<file path="src/inc/sarcc_pkg.sv">
// package for the converter control block: field codes and timing counts
// assumes nothing beyond a single system clock
package sarcc_pkg;
    // ------------------------------------------------------------
    // start mode encodings
    // ------------------------------------------------------------
    localparam logic [1:0] START_SOFTWARE = 2'h0;
    localparam logic [1:0] START_TIMER3   = 2'h1;
    localparam logic [1:0] START_EXTPIN   = 2'h2;
    localparam logic [1:0] START_TIMER2   = 2'h3;
    // ------------------------------------------------------------
    // widths, reset values and counts
    // ------------------------------------------------------------
    localparam int          RESULT_WIDTH     = 10;
    localparam int          CHAN_WIDTH       = 4;
    localparam int          PAIR_COUNT       = 4;
    localparam logic [3:0]  PAIR_CFG_RESET   = 4'h0;
    localparam logic [3:0]  TEMP_SENSOR_CHAN = 4'h8;
    localparam logic [2:0]  DIVIDER_RESET    = 3'h3;
    localparam logic [4:0]  TRACK_SAR_CLOCKS = 5'h03;
    localparam logic [4:0]  CONV_SAR_CLOCKS  = 5'h10;
    localparam int          DIV_CNT_WIDTH    = 4;
endpackage

</file>
<file path="src/hw/sarcc_clock_div.sv">
// successive-approximation clock tick generator
// assumes divider code changes only while idle; a change mid-conversion just re-times ticks
`timescale 1ns/1ps
`default_nettype none
module sarcc_clock_div
    import sarcc_pkg::*;
(
    input  wire logic       clk,
    input  wire logic       sys_rst,
    input  wire logic       run,
    input  wire logic [2:0] divCode,
    output logic            sarTick
);
    logic [DIV_CNT_WIDTH-1:0] cntReg;
    logic [DIV_CNT_WIDTH-1:0] limit;

    // ------------------------------------------------------------
    // divide factor decode
    // ------------------------------------------------------------
    always_comb begin
        unique case (divCode)
            3'h0:    limit = 4'h0;
            3'h1:    limit = 4'h1;
            3'h2:    limit = 4'h3;
            3'h3:    limit = 4'h7;
            default: limit = 4'hF;
        endcase
    end

    // counter restarts when idle so the first tick is a full period
    always_ff @(posedge clk or posedge sys_rst) begin
        if (sys_rst) begin
            cntReg  <= '0;
            sarTick <= 1'b0;
        end else if (!run) begin
            cntReg  <= '0;
            sarTick <= 1'b0;
        end else if (cntReg >= limit) begin
            cntReg  <= '0;
            sarTick <= 1'b1;
        end else begin
            cntReg  <= cntReg + 4'h1;
            sarTick <= 1'b0;
        end
    end
endmodule
`default_nettype wire

</file>
<file path="src/hw/sarcc_top.sv">
// converter control: enable, start selection, tracking, busy, done flag, result
// assumes timer overflows and software write are one-cycle pulses on clk;
// the start pin and standby input are asynchronous and are synchronised here
`timescale 1ns/1ps
`default_nettype none
module sarcc_top
    import sarcc_pkg::*;
(
    input  wire logic                          clk,
    input  wire logic                          sys_rst,
    input  wire logic                          convEnable,
    input  wire logic                          refBiasEnable,
    input  wire logic                          trackMode,
    input  wire logic                          startModeHi,
    input  wire logic                          startModeLo,
    input  wire logic                          leftJustify,
    input  wire logic [2:0]                    convClockDivider,
    input  wire logic [sarcc_pkg::CHAN_WIDTH-1:0] muxChannelSelect,
    input  wire logic [sarcc_pkg::PAIR_COUNT-1:0] muxPairConfig,
    input  wire logic                          pairConfigWrite,
    input  wire logic                          busyWrite,
    input  wire logic                          timer3Overflow,
    input  wire logic                          timer2Overflow,
    input  wire logic                          extConvStart,
    input  wire logic                          chipStandby,
    input  wire logic                          doneFlagClear,
    input  wire logic                          doneIrqEnable,
    input  wire logic [sarcc_pkg::RESULT_WIDTH-1:0] sarData,
    output logic                               convBusy,
    output logic                               convDoneFlag,
    output logic                               convIrq,
    output logic [7:0]                         resultHigh,
    output logic [7:0]                         resultLow,
    output logic                               analogPowerUp,
    output logic                               trackActive,
    output logic                               sarConvert,
    output logic [sarcc_pkg::CHAN_WIDTH-1:0]   muxChannel,
    output logic                               muxDifferential,
    output logic                               muxTempSensor,
    output logic [sarcc_pkg::PAIR_COUNT-1:0]   pairConfig
);
    import sarcc_pkg::*;

    typedef enum logic [1:0] {IDLE, TRACK, CONVERT} sarcc_state_t;

    sarcc_state_t state_reg;
    logic [4:0]   count_reg;
    logic         pinSync1_reg;
    logic         pinSync2_reg;
    logic         pinLast_reg;
    logic         stbySync1_reg;
    logic         stbySync2_reg;
    logic [1:0]   startMode;
    logic         startEvent;
    logic         pinRise;
    logic         sarTick;
    logic         active;
    logic         finish;
    logic         diffSel;
    logic         idleStart;

    // ------------------------------------------------------------
    // synchronisers and start selection
    // ------------------------------------------------------------
    always_ff @(posedge clk or posedge sys_rst) begin
        if (sys_rst) begin
            pinSync1_reg  <= 1'b1;
            pinSync2_reg  <= 1'b1;
            pinLast_reg   <= 1'b1;
            stbySync1_reg <= 1'b0;
            stbySync2_reg <= 1'b0;
        end else begin
            pinSync1_reg  <= extConvStart;
            pinSync2_reg  <= pinSync1_reg;
            pinLast_reg   <= pinSync2_reg;
            stbySync1_reg <= chipStandby;
            stbySync2_reg <= stbySync1_reg;
        end
    end

    assign startMode = {startModeHi, startModeLo};
    assign pinRise   = pinSync2_reg & ~pinLast_reg;
    // bias is software's job; without it no conversion is started
    assign active    = convEnable & refBiasEnable;
    // accepted start, so tracking stops on the same edge busy rises
    assign idleStart = (state_reg == IDLE) && startEvent;

    always_comb begin
        unique case (startMode)
            START_SOFTWARE: startEvent = busyWrite;
            START_TIMER3:   startEvent = timer3Overflow;
            START_EXTPIN:   startEvent = pinRise;
            START_TIMER2:   startEvent = timer2Overflow;
        endcase
    end

    sarcc_clock_div u_div (
        .clk     (clk),
        .sys_rst (sys_rst),
        .run     (state_reg != IDLE),
        .divCode (convClockDivider),
        .sarTick (sarTick)
    );

    // ------------------------------------------------------------
    // conversion sequencer
    // ------------------------------------------------------------
    assign finish = (state_reg == CONVERT) && sarTick && (count_reg == CONV_SAR_CLOCKS - 5'h01);

    always_ff @(posedge clk or posedge sys_rst) begin
        if (sys_rst) begin
            state_reg <= IDLE;
            count_reg <= '0;
        end else if (!active) begin
            state_reg <= IDLE;
            count_reg <= '0;
        end else begin
            unique case (state_reg)
                IDLE: begin
                    // new starts only taken here, so busy ignores them
                    if (startEvent) begin
                        state_reg <= (trackMode && startMode != START_EXTPIN) ? TRACK : CONVERT;
                        count_reg <= '0;
                    end
                end
                TRACK: begin
                    if (sarTick) begin
                        if (count_reg == TRACK_SAR_CLOCKS - 5'h01) begin
                            state_reg <= CONVERT;
                            count_reg <= '0;
                        end else begin
                            count_reg <= count_reg + 5'h01;
                        end
                    end
                end
                CONVERT: begin
                    if (finish) begin
                        state_reg <= IDLE;
                        count_reg <= '0;
                    end else if (sarTick) begin
                        count_reg <= count_reg + 5'h01;
                    end
                end
                default: state_reg <= IDLE;
            endcase
        end
    end

    // ------------------------------------------------------------
    // busy, done flag and result
    // ------------------------------------------------------------
    always_ff @(posedge clk or posedge sys_rst) begin
        if (sys_rst) begin
            convBusy <= 1'b0;
        end else begin
            convBusy <= active && (state_reg != IDLE ? !finish : startEvent);
        end
    end

    // set wins over clear; hardware never clears
    always_ff @(posedge clk or posedge sys_rst) begin
        if (sys_rst) begin
            convDoneFlag <= 1'b0;
            convIrq      <= 1'b0;
        end else begin
            if (active && finish) begin
                convDoneFlag <= 1'b1;
            end else if (doneFlagClear) begin
                convDoneFlag <= 1'b0;
            end
            convIrq <= doneIrqEnable & (convDoneFlag | (active & finish));
        end
    end

    always_ff @(posedge clk or posedge sys_rst) begin
        if (sys_rst) begin
            resultHigh <= 8'h00;
            resultLow  <= 8'h00;
        end else if (active && finish) begin
            // core already delivers twos complement for differential pairs
            if (leftJustify) begin
                resultHigh <= sarData[9:2];
                resultLow  <= {sarData[1:0], 6'h00};
            end else begin
                resultHigh <= {{6{diffSel & sarData[9]}}, sarData[9:8]};
                resultLow  <= sarData[7:0];
            end
        end
    end

    // ------------------------------------------------------------
    // multiplexer configuration and analog controls
    // ------------------------------------------------------------
    always_ff @(posedge clk or posedge sys_rst) begin
        if (sys_rst) begin
            pairConfig <= PAIR_CFG_RESET;
        end else if (pairConfigWrite) begin
            pairConfig <= muxPairConfig;
        end
    end

    assign diffSel = !muxChannelSelect[3] && pairConfig[muxChannelSelect[2:1]];

    always_ff @(posedge clk or posedge sys_rst) begin
        if (sys_rst) begin
            muxChannel      <= '0;
            muxDifferential <= 1'b0;
            muxTempSensor   <= 1'b0;
            analogPowerUp   <= 1'b0;
            trackActive     <= 1'b0;
            sarConvert      <= 1'b0;
        end else begin
            // channels 8 to 15 all select the sensor
            muxChannel      <= muxChannelSelect[3] ? TEMP_SENSOR_CHAN : muxChannelSelect;
            muxDifferential <= diffSel;
            muxTempSensor   <= muxChannelSelect[3];
            analogPowerUp   <= convEnable;
            sarConvert      <= active && state_reg == CONVERT;
            if (!active || stbySync2_reg) begin
                trackActive <= 1'b0;
            end else if (!trackMode) begin
                trackActive <= state_reg != CONVERT && !idleStart;
            end else if (startMode == START_EXTPIN) begin
                trackActive <= !pinSync2_reg && state_reg != CONVERT;
            end else begin
                trackActive <= state_reg == TRACK;
            end
        end
    end
endmodule
`default_nettype wire

</file>
<file path="config.mk">
export PLATFORM = sky130hd
export DESIGN_NAME = sarcc_top
export DESIGN_NICKNAME = d
export VERILOG_FILES = /design/src/inc/sarcc_pkg.sv /design/src/hw/sarcc_clock_div.sv /design/src/hw/sarcc_top.sv
export SDC_FILE = /design/constraint.sdc
export NUM_CORES = 1
export LEC_CHECK = 0
export BUFFER_PORTS_ARGS = -buffer_cell sky130_fd_sc_hd__buf_2
export CAP_MARGIN = 0
export CORE_AREA = 10 10 87 89
export DETAILED_ROUTE_END_ITERATION = 7
export DIE_AREA = 0 0 97 99
export HOLD_SLACK_MARGIN = 0.08
export PLACE_DENSITY = 0.71
export SLEW_MARGIN = 25
export SYNTH_ARGS = -nofsm -noshare
export SYNTH_HDL_FRONTEND = slang
export SYNTH_SLANG_ARGS = --single-unit
</file>
<file path="constraint.sdc">
create_clock -name clk -period 2.2 [get_ports clk]
set_input_delay 0.22 -clock clk [delete_from_list [all_inputs] [get_ports clk]]
set_output_delay 0.22 -clock clk [all_outputs]
set_load 0.02 [all_outputs]
</file>
Yosys cells after proc, flatten, opt, wreduce, memory -nomap -nowiden
Cells that the tools add are included.

Input port bits: 37. Register bits: 49. Word-level logic and storage cells: 104. Output and inout bits: 32.

Reduce and logical (&&, ||, !) cells: 23. Add/sub/neg operators: 2. Equality and inequality tests: 18. Multiplexer cells: 31. Bitwise gates (word level): 7. Magnitude comparators: 2.

Operator list (number): two-way mux 5 bit (6); two-way mux 8 bit (2); case mux 4 bit (4 select lines) (1); case mux 5 bit (3 select lines) (1); two-way mux 2 bit (6); two-way mux 4 bit (3); logical AND 1 bit (10); two-way mux 1 bit (9); != test 3 bit (second input constant) (3); AND reduction 4 bit (2); == test 2 bit (second input constant) (3); == test 3 x 2 -> 1 bit (second input constant) (2); case mux 2 bit (3 select lines) (1); adder 5 x 1 -> 5 bit (second input constant) (1); bitwise AND 1 bit (5); == test 5 x 2 -> 1 bit (second input constant) (1); == test 5 x 4 -> 1 bit (second input constant) (1); logical NOT 1 bit (5); adder 4 x 1 -> 4 bit (second input constant) (1); == test 2 x 1 -> 1 bit (second input constant) (2); greater-or-equal comparator 4 bit (1); logical NOT 2 bit (2); != test 2 bit (second input constant) (2); != test 4 x 1 -> 1 bit (second input constant) (1); 11 further kinds (12).

Logic depth before layout (Yosys ltp)
Depth after elaboration: 8. Depth in mapped cells: 9. Gate-level depth less buffers: 8.

Cells and area by module
Synthesis repeated with hierarchy kept, for this count alone.

Cell total of the unflattened synthesis: 216. Area, all modules: 2298.5 um2.

Modules (own cells, without submodules): sarcc_top (seq. area each 1079.8 um2, cells an instance 186, area each 1983.2 um2, times used 1); sarcc_clock_div (seq. area each 125.1 um2, cells an instance 30, area each 315.3 um2, times used 1).

Least setup slack after synthesis
Ideal clock, no wire load.

Kind: flip-flop to flip-flop. From: reg pinSync2_reg. To: reg count_reg[3]. Data required time: 2122 ps. Setup time: 78 ps. Slack: 176 ps. Period minus slack after synthesis: 2024 ps. Data arrival time: 1946 ps. Cell stages (with the launch flop): 6. Path buffers: 0. Cells stage by stage: dfstp_2 -> or3b_4 -> a221oi_4 -> o21ai_2 -> or4_1 -> a21oi_1.

Longest elaborated chain between the ends: 4.

Ends and longest elaborated chain: from (decl) (RTL line sarcc_top.sv:49) `logic pinSync2_reg;`; from (signal assigned) (RTL line sarcc_top.sv:74) `pinSync2_reg <= pinSync1_reg;`; bitwise AND 1 bit (RTL line sarcc_top.sv:82) `assign pinRise = pinSync2_reg & ~pinLast_reg;`; case mux 1 bit (4 select lines) (RTL line sarcc_top.sv:89) `unique case (startMode)`; != test 3 bit (no line); AND reduction 4 bit (no line); to (signal assigned) (RTL line sarcc_top.sv:132) `count_reg <= count_reg + 5'h01;`; to (signal assigned) (RTL line sarcc_top.sv:141) `count_reg <= count_reg + 5'h01;`; to (decl) (RTL line sarcc_top.sv:47) `logic [4:0] count_reg;`.

Every way passes these cells. A chain may end at the register's enable or synchronous reset.

Worst setup path after layout
From: reg count_reg[0]. To: reg count_reg[2].

Longest elaborated chain between the ends: 5. Elaborated cells on any way between the ends: 12. Those cells by class: add/sub: 1; eq/ne: 3; mux: 6; reduce/logical: 2.

Ends and longest elaborated chain: adder 5 x 1 -> 5 bit, or another cell as far along (RTL line sarcc_top.sv:132, sarcc_top.sv:141); two-way mux 5 bit, or another cell as far along (RTL line sarcc_top.sv:140) `end else if (sarTick) begin`; two-way mux 5 bit, on equally long branches (RTL line sarcc_top.sv:137, sarcc_top.sv:127); case mux 5 bit (3 select lines) (RTL line sarcc_top.sv:118) `unique case (state_reg)`; two-way mux 5 bit (RTL line sarcc_top.sv:114) `end else if (!active) begin`.

Parallel ways exist; a longest one is shown, timed or not. The select of a mux whose other input is x is not followed.

==> run summary <==
leakage -> 0.00146 µW
unrepaired setup endpoints after global routing -> false
hold path startpoint -> muxPairConfig[3]
number of flip-flops and latches in the synthesized netlist -> 48
number of buffers created by CTS -> 5
CTS tree -> built
share of flip-flops with an asynchronous set or reset -> 1.00
drc violations -> 0
clock tree root buffer cell -> sky130_fd_sc_hd__clkbuf_8
post-detailed-routing wire length -> 5180 µm
library cells used by synthesis -> 42
clock edge transition at the registers on the reported setup and hold paths -> 0.09 ns
maximum number of pins on one net before global-route repair -> 31
element type at the critical path start -> register
endpoint arrival time on the critical path -> 2.27 ns
Worst-Margin Slew -> 0.611 ns
cell with the largest stage delay on the worst path -> sky130_fd_sc_hd__dfrtp_1
clock network latency to the later pin of the worst-skew pair -> 0.30 ns
wire length of the first global-routing pass -> 8650 µm
fraction of final layout cells with drive strength greater than 1 -> 0.322
Iteration-0 DRC Markers -> 25
maximum capacitance violations -> 0
post-CTS setup-driven buffer insertion count -> 0
DPL Wire Length -> 4070 µm
critical path startpoint -> count_reg[0]
number of cell rows -> 28
buffer levels on the longest clock path -> 2
vertical extent of the die -> 99 µm
critical path cell sequence -> ha_1 -> and3_1 -> ha_1 -> nand2_1 -> a32oi_1 -> or2_2 -> or2_1 -> o21ai_1
relative area change from synthesis to final layout -> 27.1%
Max Fclk -> 0.490 GHz
net count of the finished layout -> 333
Num Clock Sinks -> 48
hold crit path type -> input port to register
VDD IR max -> 0.465 mV
Diodes inserted -> 0
total die area -> 0.00960 mm²
antenna violations before repair -> 0
grt ovf -> 0
max incr delay on CP -> 0.43 ns
fraction of the yosys area taken by sequential cells -> 0.545
Slew Limit Headroom -> 0.592
EDFF count, synth -> 0
DRT Pass-1 Iters -> 4
Top FF cell, synth -> sky130_fd_sc_hd__dfrtp_1
Floorplan Core Area -> 0.00585 mm²
initial standard-cell utilization of the core -> 0.378
area share of the largest cell type after synthesis -> 0.509
number of placed I/O pins -> 69
count of endpoints failing setup in the final report -> 0
area after detailed placement -> 0.00264 mm²
Clock Skew -> 0.0104 ns
synthesized netlist cell count -> 207
result of the run -> finished clean
most repeated cell in the gate-level netlist after synthesis -> sky130_fd_sc_hd__dfrtp_1
count of buffers inserted at the top-level ports -> 68
power density over the cells -> 662 mW/mm²
DR vias -> 1748
most area-hungry cell type in the Yosys netlist -> sky130_fd_sc_hd__dfrtp_1
data required time of the worst path -> 2.43 ns
vias per cell -> 4.84
Routed WL per cell -> 14.3 µm
Setup Total Neg Slack -> 0 ns
shortest period the worst path allows -> 2.04 ns
GRT Total Usage -> 0.107
CP endpoint kind -> register
total count of max-transition violations in the final report -> 0
final critical-path share of the clock period -> 0.927
critical path peak fanout -> 5
Horiz. Die Dim -> 97 µm
worst setup path class -> register to register
number of levels the H-tree was split into -> 2
vias in the first global route -> 1849
global placement routability congestion -> 0.750
post-synthesis area per instance -> 10.7 µm²
most frequent cells after synthesis -> 45 x sky130_fd_sc_hd__dfrtp_1, 28 x sky130_fd_sc_hd__nand2_1, 13 x sky130_fd_sc_hd__nand3_1, 12 x sky130_fd_sc_hd__inv_1
cell repeated most along the worst path -> sky130_fd_sc_hd__ha_1
PnR Total Power -> 1860 µW
syn_nets -> 255
count of antenna-violating nets left after detailed routing -> 0
biggest area contributors in the synthesized netlist -> sky130_fd_sc_hd__dfrtp_1 51%, sky130_fd_sc_hd__ha_1 6.2%, sky130_fd_sc_hd__nand2_1 4.8%
synthesized area -> 0.00221 mm²
warnings from Yosys -> 0
Reg-to-Reg Start -> count_reg[0]
post-layout instance area -> 0.00281 mm²
number of endpoints with negative hold slack in the final report -> 0
[logic make-up after synthesis]
kind of cell	Yosys count	share of synthesized area
mux	11	0.0583
fa+ha+maj	11	0.0623
simple gates	79	0.175
buf+inv	18	0.0323
flops	48	0.545
compound gates	38	0.119
xor+xnor	2	0.00792
[layout make-up]
class	instances	area (µm²)
multi-input combinational	141	937
inverter	12	45.0
tap	75	93.8
clock inverter	1	30.0
clock buffer	7	76.3
timing repair buffer	77	423
fill	564	3040
sequential	48	1200
[layout by cell type (no fill, tap or decap), types with 6 or more instances in the layout]
cell type                       synthesis  final
sky130_fd_sc_hd__dfrtp_1               45     45
sky130_fd_sc_hd__nand2_1               28     28
sky130_fd_sc_hd__buf_2                  0     68
sky130_fd_sc_hd__and2_1                 7      7
sky130_fd_sc_hd__dlygate4sd3_1          0      6
sky130_fd_sc_hd__nand3_1               13     13
sky130_fd_sc_hd__nor2b_1                7      7
sky130_fd_sc_hd__inv_1                 12     11
sky130_fd_sc_hd__ha_1                  11     11
sky130_fd_sc_hd__o21ai_0                8      8
sky130_fd_sc_hd__a21oi_1               10     10
sky130_fd_sc_hd__nor2_1                11     10
[metal layers]
| layer | routed length [µm] | GRT usage |
|---|---|---|
| met1 | 2310 | 0.124 |
| met3 | 384 | 0.0503 |
| met4 | 39 | 0.0272 |
| met5 | 0 | 0 |
| met2 | 2450 | 0.175 |
[repair_timing]
item / CTS / global route
hold buffers: 6 / 0
endpoints found under the hold margin: 31 / 0
gates resized for setup: 0 / 1
setup endpoints to repair: 0 / 2
[where the power goes]
part / total [µW] / switching, µW / leakage [µW] / internal (µW)
combinational: 293 / 169 / 0.000782 / 124
sequential: 941 / 19.1 / 0.000628 / 922
clock: 626 / 285 / 0.0000524 / 340
total: 1860 / 473 / 0.00146 / 1390
[critical path, delay by kind of cell (launching register included)]
kind | cells | cell delay, ns
AND/OR/NAND/NOR | 4 | 0.82
adder cells (fa/ha/maj) | 2 | 0.44
flip-flops | 1 | 0.43
AO/OA/AOI/OAI | 2 | 0.27
[per-stage QoR]
stage / setup slack, ns / std cells / hold slack (ns) / utilization
after floorplan: 0.176 / 207 / 0.224 / -
after global placement: 0.159 / 347 / 0.339 / 0.451
after detailed placement: 0.101 / 347 / 0.339 / 0.451
after CTS: 0.146 / 361 / 0.131 / 0.480
after global routing: 0.0579 / 361 / 0.127 / 0.480
final: 0.160 / 361 / 0.144 / 0.480
[path summary, 6_finish.rpt]
check,endpoint,slack (ns),cells after the start
min reg2reg,pinSync2_reg,0.36,0
max reg2reg,count_reg[2],0.16,8
min,pairConfig[3],0.14,2
min in group asynchronous,resultHigh[0],0.54,3
max in group asynchronous,pairConfig[2],0.99,4
max,count_reg[2],0.16,8
Power figures use the tool's default switching activity.
